[config.mk]
export PLATFORM = sky130hd
export DESIGN_NAME = wtpb_bank
export DESIGN_NICKNAME = d
export VERILOG_FILES = /design/src/verilog/wtpb_pkg.sv /design/src/verilog/wtpb_range_check.sv /design/src/verilog/wtpb_bank.sv
export SDC_FILE = /design/constraint.sdc
export NUM_CORES = 1
export LEC_CHECK = 0
export BUFFER_PORTS_ARGS = -buffer_cell sky130_fd_sc_hd__buf_4
export CAP_MARGIN = 20
export CORE_MARGIN = 2
export CORE_UTILIZATION = 30
export CTS_BUF_LIST = sky130_fd_sc_hd__clkbuf_4
export CTS_CLUSTER_SIZE = 8
export DETAILED_ROUTE_END_ITERATION = 10
export GPL_ROUTABILITY_DRIVEN = 0
export PLACE_DENSITY_LB_ADDON = 0.08
export SETUP_SLACK_MARGIN = 0.3
export SLEW_MARGIN = 20
export SYNTH_ARGS = -nofsm -noshare
export SYNTH_HDL_FRONTEND = slang
export SYNTH_SLANG_ARGS = --single-unit
[constraint.sdc]
create_clock -name clock -period 2.74 [get_ports clock]
set_input_delay 0 -clock clock [delete_from_list [all_inputs] [get_ports clock]]
set_output_delay 0 -clock clock [all_outputs]
set_load 0.01 [all_outputs]
[src/verilog/wtpb_pkg.sv]
package wtpb_pkg;
    localparam int unsigned ADDR_W = 12;
    localparam int unsigned DATA_W = 32;
    localparam int unsigned REG_W = 16;
    localparam int unsigned IDX_W = 10;
    localparam logic [IDX_W-1:0] IDX_WORD_USE = 10'h101;
    localparam logic [IDX_W-1:0] IDX_TOTAL = 10'h102;
    localparam logic [IDX_W-1:0] IDX_START = 10'h103;
    localparam logic [IDX_W-1:0] IDX_PER_FRAME = 10'h105;
    localparam logic [IDX_W-1:0] IDX_STARTUP = 10'h107;
    localparam logic [IDX_W-1:0] IDX_DCHECK = 10'h108;
    localparam logic [IDX_W-1:0] IDX_CONTROL = 10'h110;
    localparam logic [IDX_W-1:0] IDX_ERROR = 10'h111;
    localparam logic [IDX_W-1:0] IDX_STATUS = 10'h112;
    localparam logic [IDX_W-1:0] IDX_ACT_USE = 10'h311;
    localparam logic [IDX_W-1:0] IDX_ACT_TOTAL = 10'h312;
    localparam logic [IDX_W-1:0] IDX_ACT_START = 10'h313;
    localparam logic [IDX_W-1:0] IDX_ACT_PER_FRAME = 10'h314;
    localparam logic [IDX_W-1:0] IDX_ACT_STARTUP = 10'h315;
    localparam logic [IDX_W-1:0] IDX_ACT_DCHECK = 10'h316;
    localparam logic [REG_W-1:0] RST_WORD_USE = 16'h0000;
    localparam logic [REG_W-1:0] RST_TOTAL = 16'h0000;
    localparam logic [REG_W-1:0] RST_START = 16'h0000;
    localparam logic [REG_W-1:0] RST_PER_FRAME = 16'h0000;
    localparam logic [REG_W-1:0] RST_STARTUP = 16'h0000;
    localparam logic [REG_W-1:0] RST_DCHECK = 16'h0000;
    localparam logic [REG_W-1:0] CODE_NONE = 16'h0000;
    localparam logic [REG_W-1:0] USE_OFF = 16'h0000;
    localparam logic [REG_W-1:0] USE_ON = 16'h0001;
    localparam logic [REG_W-1:0] MAX_USE = 16'h0001;
    localparam logic [REG_W-1:0] MAX_TOTAL = 16'h000A;
    localparam logic [REG_W-1:0] MAX_START = 16'h01FF;
    localparam logic [REG_W-1:0] MAX_PER_FRAME = 16'h0005;
    localparam logic [REG_W-1:0] MAX_STARTUP = 16'h0001;
    localparam logic [REG_W-1:0] MAX_DCHECK = 16'h0020;
    localparam logic [REG_W-1:0] ERR_NONE = 16'h0000;
    localparam logic [REG_W-1:0] ERR_USE = 16'h1802;
    localparam logic [REG_W-1:0] ERR_TOTAL = 16'h1803;
    localparam logic [REG_W-1:0] ERR_START = 16'h1804;
    localparam logic [REG_W-1:0] ERR_PER_FRAME = 16'h1805;
    localparam logic [REG_W-1:0] ERR_STARTUP = 16'h1806;
    localparam logic [REG_W-1:0] ERR_DCHECK = 16'h1807;
    localparam logic [REG_W-1:0] ERR_COMBO = 16'h180D;
    localparam int unsigned CTRL_APPLY_BIT = 0;
    localparam int unsigned STAT_ERR_BIT = 0;
    localparam int unsigned STAT_DONE_BIT = 1;
    localparam logic [DATA_W-1:0] UNMAPPED_DATA = 32'h0000_0000;
    typedef enum logic [1:0] {
        ST_IDLE,
        ST_CHECK,
        ST_COMMIT
    } wtpb_state_t;
endpackage

[src/verilog/wtpb_range_check.sv]
`timescale 1ns/1ns
module wtpb_range_check #(
    parameter logic [15:0] MAX_CODE = 16'h0000
) (
    input wire logic [15:0] value,
    output logic ok
);
    // upper bound only; every code starts at zero
    assign ok = (value <= MAX_CODE);
endmodule

[src/verilog/wtpb_bank.sv]
// Chosen here: register access over Avalon-MM.
`timescale 1ns/1ns
// How it works
// - total points: 0 off, 1..A twice-doubling words
// - bad total code reports 1803H
// - erroneous setting keeps its committed copy
// - bad word combination reports 180DH
// - start address 0..511, resets zero, used
// - start address beyond 511 reports 1804H
// - per-frame: 0 off, 1..5 words
// - per-frame above total is a combination fault
// - bad per-frame code reports 1805H
// - startup mode 0 plain, 1 acquire slaves
// - bad startup code reports 1806H
// - double check 0 bitwise, 1..1F, 20H
// - double check above 20H reports 1807H
// - word use register off or on
// - word field combinations checked; with use on, a total above A blocks only itself
module wtpb_bank (
    input wire logic clock,
    input wire logic arst_n,
    input wire logic [wtpb_pkg::ADDR_W-1:0] avs_address,
    input wire logic avs_read,
    input wire logic avs_write,
    input wire logic [wtpb_pkg::DATA_W-1:0] avs_writedata,
    input wire logic [3:0] avs_byteenable,
    output logic [wtpb_pkg::DATA_W-1:0] avs_readdata,
    output logic avs_waitrequest,
    output logic [wtpb_pkg::REG_W-1:0] active_word_use,
    output logic [wtpb_pkg::REG_W-1:0] active_total_points,
    output logic [wtpb_pkg::REG_W-1:0] active_start_address,
    output logic [wtpb_pkg::REG_W-1:0] active_points_per_frame,
    output logic [wtpb_pkg::REG_W-1:0] active_startup_mode,
    output logic [wtpb_pkg::REG_W-1:0] active_double_check_mode,
    output logic [wtpb_pkg::REG_W-1:0] error_code,
    output logic param_error,
    output logic apply_done
);
    import wtpb_pkg::*;

    logic [REG_W-1:0] word_use;
    logic [REG_W-1:0] word_total_points;
    logic [REG_W-1:0] word_start_address;
    logic [REG_W-1:0] word_points_per_frame;
    logic [REG_W-1:0] startup_mode;
    logic [REG_W-1:0] double_check_mode;
    logic param_apply_request_flag;
    logic apply_prev;
    logic apply_rise;
    logic [REG_W-1:0] snap_use;
    logic [REG_W-1:0] snap_total;
    logic [REG_W-1:0] snap_start;
    logic [REG_W-1:0] snap_pf;
    logic [REG_W-1:0] snap_startup;
    logic [REG_W-1:0] snap_dcheck;
    logic ok_use;
    logic ok_total;
    logic ok_start;
    logic ok_pf;
    logic ok_startup;
    logic ok_dcheck;
    logic combo_ok;
    logic bad_use;
    logic bad_total;
    logic bad_start;
    logic bad_pf;
    logic bad_startup;
    logic bad_dcheck;
    logic bad_combo;
    logic [REG_W-1:0] next_error;
    wtpb_state_t state;
    wtpb_state_t next_state;
    logic [IDX_W-1:0] idx;
    logic req;
    logic wr_fire;
    logic [DATA_W-1:0] next_readdata;
    logic stat_clear_err;
    logic stat_clear_done;
    logic err_set;
    logic apply_done_sticky;
    function automatic logic [REG_W-1:0] merge16(input logic [REG_W-1:0] old,
        input logic [DATA_W-1:0] wdata, input logic [3:0] be);
        logic [REG_W-1:0] res;
        res = old;
        if (be[0]) res[7:0] = wdata[7:0];
        if (be[1]) res[15:8] = wdata[15:8];
        return res;
    endfunction

    // bus side: one wait cycle, then the access lands
    assign idx = avs_address[ADDR_W-1:2];
    assign req = avs_read | avs_write;
    assign wr_fire = avs_write & ~avs_waitrequest;

    always_ff @(posedge clock or negedge arst_n) begin
        if (!arst_n) begin
            avs_waitrequest <= 1'b1;
        end else if (req && avs_waitrequest) begin
            avs_waitrequest <= 1'b0;
        end else begin
            avs_waitrequest <= 1'b1;
        end
    end

    always_comb begin
        next_readdata = UNMAPPED_DATA;
        case (idx)
            IDX_WORD_USE: next_readdata[REG_W-1:0] = word_use;
            IDX_TOTAL: next_readdata[REG_W-1:0] = word_total_points;
            IDX_START: next_readdata[REG_W-1:0] = word_start_address;
            IDX_PER_FRAME: next_readdata[REG_W-1:0] = word_points_per_frame;
            IDX_STARTUP: next_readdata[REG_W-1:0] = startup_mode;
            IDX_DCHECK: next_readdata[REG_W-1:0] = double_check_mode;
            IDX_CONTROL: next_readdata[CTRL_APPLY_BIT] = param_apply_request_flag;
            IDX_ERROR: next_readdata[REG_W-1:0] = error_code;
            IDX_STATUS: begin
                next_readdata[STAT_ERR_BIT] = param_error;
                next_readdata[STAT_DONE_BIT] = apply_done_sticky;
            end
            IDX_ACT_USE: next_readdata[REG_W-1:0] = active_word_use;
            IDX_ACT_TOTAL: next_readdata[REG_W-1:0] = active_total_points;
            IDX_ACT_START: next_readdata[REG_W-1:0] = active_start_address;
            IDX_ACT_PER_FRAME: next_readdata[REG_W-1:0] = active_points_per_frame;
            IDX_ACT_STARTUP: next_readdata[REG_W-1:0] = active_startup_mode;
            IDX_ACT_DCHECK: next_readdata[REG_W-1:0] = active_double_check_mode;
            default: next_readdata = UNMAPPED_DATA;
        endcase
    end

    // data is loaded as waitrequest drops, so it stands at the taking edge
    always_ff @(posedge clock or negedge arst_n) begin
        if (!arst_n) begin
            avs_readdata <= UNMAPPED_DATA;
        end else if (avs_read && avs_waitrequest) begin
            avs_readdata <= next_readdata;
        end
    end

    // raw writes only store; nothing is checked here
    always_ff @(posedge clock or negedge arst_n) begin
        if (!arst_n) begin
            word_use <= RST_WORD_USE;
            word_total_points <= RST_TOTAL;
            word_start_address <= RST_START;
            word_points_per_frame <= RST_PER_FRAME;
            startup_mode <= RST_STARTUP;
            double_check_mode <= RST_DCHECK;
        end else if (wr_fire) begin
            case (idx)
                IDX_WORD_USE: word_use <= merge16(word_use, avs_writedata, avs_byteenable);
                IDX_TOTAL: begin
                    word_total_points <= merge16(word_total_points, avs_writedata,
                        avs_byteenable);
                end
                IDX_START: begin
                    word_start_address <= merge16(word_start_address, avs_writedata,
                        avs_byteenable);
                end
                IDX_PER_FRAME: begin
                    word_points_per_frame <= merge16(word_points_per_frame, avs_writedata,
                        avs_byteenable);
                end
                IDX_STARTUP: startup_mode <= merge16(startup_mode, avs_writedata, avs_byteenable);
                IDX_DCHECK: begin
                    double_check_mode <= merge16(double_check_mode, avs_writedata,
                        avs_byteenable);
                end
                default: ;
            endcase
        end
    end

    always_ff @(posedge clock or negedge arst_n) begin
        if (!arst_n) begin
            param_apply_request_flag <= 1'b0;
        end else if (wr_fire && idx == IDX_CONTROL && avs_byteenable[0]) begin
            param_apply_request_flag <= avs_writedata[CTRL_APPLY_BIT];
        end
    end

    // host must drop the flag and raise it again for a new apply
    always_ff @(posedge clock or negedge arst_n) begin
        if (!arst_n) begin
            apply_prev <= 1'b0;
        end else begin
            apply_prev <= param_apply_request_flag;
        end
    end

    assign apply_rise = param_apply_request_flag & ~apply_prev;

    // snapshot so that writes during the check cannot tear it
    always_ff @(posedge clock or negedge arst_n) begin
        if (!arst_n) begin
            snap_use <= RST_WORD_USE;
            snap_total <= RST_TOTAL;
            snap_start <= RST_START;
            snap_pf <= RST_PER_FRAME;
            snap_startup <= RST_STARTUP;
            snap_dcheck <= RST_DCHECK;
        end else if (state == ST_IDLE && apply_rise) begin
            snap_use <= word_use;
            snap_total <= word_total_points;
            snap_start <= word_start_address;
            snap_pf <= word_points_per_frame;
            snap_startup <= startup_mode;
            snap_dcheck <= double_check_mode;
        end
    end

    wtpb_range_check #(.MAX_CODE(MAX_USE)) u_chk_use (
        .value(snap_use), .ok(ok_use));
    wtpb_range_check #(.MAX_CODE(MAX_TOTAL)) u_chk_total (
        .value(snap_total), .ok(ok_total));
    wtpb_range_check #(.MAX_CODE(MAX_START)) u_chk_start (
        .value(snap_start), .ok(ok_start));
    wtpb_range_check #(.MAX_CODE(MAX_PER_FRAME)) u_chk_pf (
        .value(snap_pf), .ok(ok_pf));
    wtpb_range_check #(.MAX_CODE(MAX_STARTUP)) u_chk_startup (
        .value(snap_startup), .ok(ok_startup));
    wtpb_range_check #(.MAX_CODE(MAX_DCHECK)) u_chk_dcheck (
        .value(snap_dcheck), .ok(ok_dcheck));

    // codes compare directly: each step doubles the word count
    always_comb begin
        combo_ok = 1'b0;
        if (snap_use == USE_OFF) begin
            combo_ok = (snap_total == CODE_NONE) && (snap_start == CODE_NONE)
                && (snap_pf == CODE_NONE);
        end else if (snap_use == USE_ON) begin
            combo_ok = (snap_total != CODE_NONE) && (snap_pf != CODE_NONE)
                && (snap_pf <= snap_total) && (snap_pf <= MAX_PER_FRAME)
                && (snap_start <= MAX_START);
        end
    end

    // lowest code wins when several faults coexist
    always_comb begin
        if (!ok_use) begin
            next_error = ERR_USE;
        end else if (!ok_total) begin
            next_error = ERR_TOTAL;
        end else if (!ok_start) begin
            next_error = ERR_START;
        end else if (!ok_pf) begin
            next_error = ERR_PER_FRAME;
        end else if (!ok_startup) begin
            next_error = ERR_STARTUP;
        end else if (!ok_dcheck) begin
            next_error = ERR_DCHECK;
        end else if (!combo_ok) begin
            next_error = ERR_COMBO;
        end else begin
            next_error = ERR_NONE;
        end
    end

    always_comb begin
        next_state = state;
        case (state)
            ST_IDLE: begin
                if (apply_rise) begin
                    next_state = ST_CHECK;
                end
            end
            ST_CHECK: next_state = ST_COMMIT;
            ST_COMMIT: next_state = ST_IDLE;
            default: next_state = ST_IDLE;
        endcase
    end

    always_ff @(posedge clock or negedge arst_n) begin
        if (!arst_n) begin
            state <= ST_IDLE;
        end else begin
            state <= next_state;
        end
    end

    always_ff @(posedge clock or negedge arst_n) begin
        if (!arst_n) begin
            bad_use <= 1'b0;
            bad_total <= 1'b0;
            bad_start <= 1'b0;
            bad_pf <= 1'b0;
            bad_startup <= 1'b0;
            bad_dcheck <= 1'b0;
            bad_combo <= 1'b0;
            error_code <= ERR_NONE;
        end else if (state == ST_CHECK) begin
            bad_use <= ~ok_use;
            bad_total <= ~ok_total;
            bad_start <= ~ok_start;
            bad_pf <= ~ok_pf;
            bad_startup <= ~ok_startup;
            bad_dcheck <= ~ok_dcheck;
            bad_combo <= ~combo_ok;
            error_code <= next_error;
        end
    end

    // a combination fault blocks every word field, not just one
    always_ff @(posedge clock or negedge arst_n) begin
        if (!arst_n) begin
            active_word_use <= RST_WORD_USE;
            active_total_points <= RST_TOTAL;
            active_start_address <= RST_START;
            active_points_per_frame <= RST_PER_FRAME;
            active_startup_mode <= RST_STARTUP;
            active_double_check_mode <= RST_DCHECK;
        end else if (state == ST_COMMIT) begin
            if (!bad_use && !bad_combo) begin
                active_word_use <= snap_use;
            end
            if (!bad_total && !bad_combo) begin
                active_total_points <= snap_total;
            end
            if (!bad_start && !bad_combo) begin
                active_start_address <= snap_start;
            end
            if (!bad_pf && !bad_combo) begin
                active_points_per_frame <= snap_pf;
            end
            if (!bad_startup) begin
                active_startup_mode <= snap_startup;
            end
            if (!bad_dcheck) begin
                active_double_check_mode <= snap_dcheck;
            end
        end
    end

    assign err_set = (state == ST_COMMIT) && (error_code != ERR_NONE);
    assign stat_clear_err = wr_fire && idx == IDX_STATUS && avs_byteenable[0]
        && avs_writedata[STAT_ERR_BIT];
    assign stat_clear_done = wr_fire && idx == IDX_STATUS && avs_byteenable[0]
        && avs_writedata[STAT_DONE_BIT];

    // set beats a clear landing in the same cycle
    always_ff @(posedge clock or negedge arst_n) begin
        if (!arst_n) begin
            param_error <= 1'b0;
        end else if (err_set) begin
            param_error <= 1'b1;
        end else if (stat_clear_err) begin
            param_error <= 1'b0;
        end
    end

    always_ff @(posedge clock or negedge arst_n) begin
        if (!arst_n) begin
            apply_done_sticky <= 1'b0;
        end else if (state == ST_COMMIT) begin
            apply_done_sticky <= 1'b1;
        end else if (stat_clear_done) begin
            apply_done_sticky <= 1'b0;
        end
    end

    always_ff @(posedge clock or negedge arst_n) begin
        if (!arst_n) begin
            apply_done <= 1'b0;
        end else begin
            apply_done <= (state == ST_COMMIT);
        end
    end
endmodule

==> impl_metrics.tcl <==
set metrics [dict create \
    tightest_slew_ps 989 \
    synth_seq_cells 324 \
    routed_wl_um 56800 \
    start_kind "flop" \
    slew_viol_final 0 \
    worst_slack_ps 372 \
    final_core_util_pct 38.3 \
    first_pass_iters 7 \
    cts_max_level 3 \
    row_count 81 \
    rsz0062_at_grt "true" \
    synth_xor_area_share_pct 0.0593 \
    area_delta_synth_final_pct 26.4 \
    cts_buffers 94 \
    end_kind "flop" \
    ys_types 65 \
    powerDensity_nw_per_um2 531 \
    leakage_uw 0.00927 \
    post_synth.cell_area_avg_um2 12.8 \
    grtUsageTotal_pct 22.7 \
    drt_iter0_drc 922 \
    syn_area_um2 14800 \
    period_minus_slack_ps 2370 \
    relSlewSlack_pct 33.9 \
    fin_skew_ps 46.2 \
    final-seq-area_um2 8110 \
    highest_layer "met4" \
    fin_setup_tns_ps 0 \
    ys_async_sr_fraction_pct 100 \
    overflow 0 \
    post-place-ws_ps 259 \
    yosys.area_share.simple_pct 7.45 \
    viasPerCell 5.08 \
    fmax_ghz 0.422 \
    grt_max_degree 73 \
    arrival_ps 3050 \
    die_y_um 226 \
    synthCells 1158 \
    min_period_over_period_pct 86.4 \
    holdPathEnd "word_total_points[9]" \
    synth_top_family_by_area "multiplexers" \
    ys.flop_type "dfrtp_1" \
    synth-edff-count 0 \
    wire_per_inst_um 26.0 \
    synthAdderAreaFrac_pct 1.36 \
    r2r_setup_slack_ps 370 \
    cts_buffer_depth 3 \
    wl_met1_um 27700 \
    ys_warn_count 0 \
    port_buffers 152 \
    rr_worst_depth 8 \
    initial_core_util_pct 30.3 \
    status "completed" \
    hold_start "avs_writedata[9]" \
    crit_type "flop to flop" \
    path_max_fanout 3 \
    regToRegEndpoint "error_code[0]" \
    clock_latency_ps 810 \
    fp.dieArea_um2 51000 \
    dpl.hpwl_um 41800 \
    nNetsFinal 1523 \
    dr_wl_met2_um 24800 \
    fillers 4821 \
    hold_slack_ps 94.5 \
    setup_viol 0 \
    grt_first_pass_wirelength_um 82100 \
    ios 199 \
    peakVddDrop_mv 0.210 \
    die_x_um 226 \
    clock-root-buffer "clkbuf_4" \
    ys_seq_area_share_pct 54.9 \
    maxCapViolations 0 \
    hold_path_class "primary input to flop" \
    worstPathRequired_ps 3420 \
    vias 11114 \
    min_path_cells 3 \
    antenna_found_initial 3 \
    synth_compound_area_share_pct 8.47 \
    synthMuxAreaShare_pct 24.3 \
    clkTransAtPathRegs_ps 60 \
    multi_input_area_um2 6280 \
    postRouteAntennaNets 0 \
    r2r-start "snap_total[11]" \
    hold_viol 0 \
    drive_above_1_share_pct 44.2 \
    cts_tree "yes" \
    clkSinkCount 324 \
    drc 0 \
    grt_pass1_vias 11298 \
    core_area_um2 48700 \
    wl_met3_um 3270 \
]
[cells in the final DEF (no fill, tap or decap), types with 20 or more instances in the layout]
master and n:
dfrtp_1 323, a22oi_1 24, o21ai_0 42, nand2_1 60, nor2_1 30, a21oi_1 27
buf_4 201, dlygate4sd3_1 48, conb_1 26, mux2i_1 30, nor4_1 20, mux2_2 290
clkbuf_4 142
[synthesized netlist by cell type, types with 3 or more instances]
cell type / count / share of area, %
a211oi_1: 3 / 0.15
a21oi_1: 27 / 0.91
a221oi_1: 12 / 0.71
a222oi_1: 6 / 0.41
a22o_1: 17 / 1.0
a22oi_1: 24 / 1.2
a31oi_1: 5 / 0.21
a32oi_1: 3 / 0.18
and2_1: 4 / 0.17
and3_1: 5 / 0.21
buf_2: 15 / 0.51
buf_4: 28 / 1.4
clkbuf_1: 38 / 0.97
dfrtp_1: 323 / 55
ha_1: 16 / 1.4
inv_1: 19 / 0.48
mux2_2: 290 / 22
mux2i_1: 30 / 2.0
nand2_1: 60 / 1.5
nand2_2: 10 / 0.42
nand2b_1: 7 / 0.30
nand3_1: 13 / 0.44
nand3b_1: 3 / 0.15
nand4_1: 11 / 0.47
nor2_1: 34 / 0.86
nor2b_1: 7 / 0.30
nor3_1: 16 / 0.54
nor3b_1: 3 / 0.15
nor4_1: 21 / 0.89
o211ai_1: 3 / 0.15
o21ai_0: 42 / 1.4
o221ai_1: 3 / 0.18
o22ai_1: 9 / 0.38
o31ai_1: 7 / 0.36
or4_1: 5 / 0.25
[layer usage]
metal	track usage [%]	up-vias
met4	6.84	0
met1	33.7	5735
met5	0	-
li1	-	4930
met2	33.2	382
met3	4.48	67
[power breakdown]
part	total [µW]	switching [µW]	internal [µW]
combinational	525	351	175
sequential	4830	22.9	4800
clock	4560	2130	2430
[cell type report]
cell class / count / area share, %
tap: 664 / 4.45
timing repair buffer: 259 / 11.7
clock buffer: 142 / 5.71
antenna: 3 / 0.0402
inverter: 20 / 0.402
multi-input combinational: 756 / 33.7
sequential: 324 / 43.4
clock inverter: 20 / 0.550
[worst max-delay path, stage by stage (launching register included)]
cell and delay (ps):
dfrtp_1 390, inv_1 70, ha_1 330, nand4_1 160, nor2_1 70, a221o_1 320, o311a_1 410, a211o_1 240
a32o_1 250
[timing repair]
item / 4_1_cts / 5_1_grt
endpoints found under the setup margin: 2 / 5
resized for setup: 1 / 3
endpoints found under the hold margin: 440 / 0
hold buffers: 49 / 0
setup buffers: 0 / 2
pin swaps: 0 / 2
[cells by family (layout without fill, tap and decap cells)]
logic type                 Yosys count  count (layout)
other                                1              29
muxes                              322             322
xor gates and xnor gates             1               1
DFF                                324             324
adders and majority gates           16              16
buffers and inverters              103             441
AOI/OAI and AO/OA                  180             180
and+or+nand+nor                    211             211
[per-stage QoR]
step                      cell area [µm²]  cells  total power [µW]
after floorplan                     14900   1183              5090
final                               18700   2188              9910
after global routing                18700   2187             10400
after CTS                           18600   2183             10100
after detailed placement            17000   1972              5380
after global placement              17000   1972              5380
[worst max path at each step]
| stage | startpoint | end |
|---|---|---|
| 3_3_place_gp | avs_address[7] | word_total_points[13] |
| 5_1_grt | snap_total[1] | error_code[3] |
| 4_1_cts | snap_use[13] | error_code[3] |
| 6_report | snap_total[11] | error_code[0] |
| 2_1_floorplan | snap_total[14] | error_code[0] |
| 3_5_place_dp | snap_pf[14] | error_code[3] |
No activity file was read; power rests on OpenSTA's default activity.
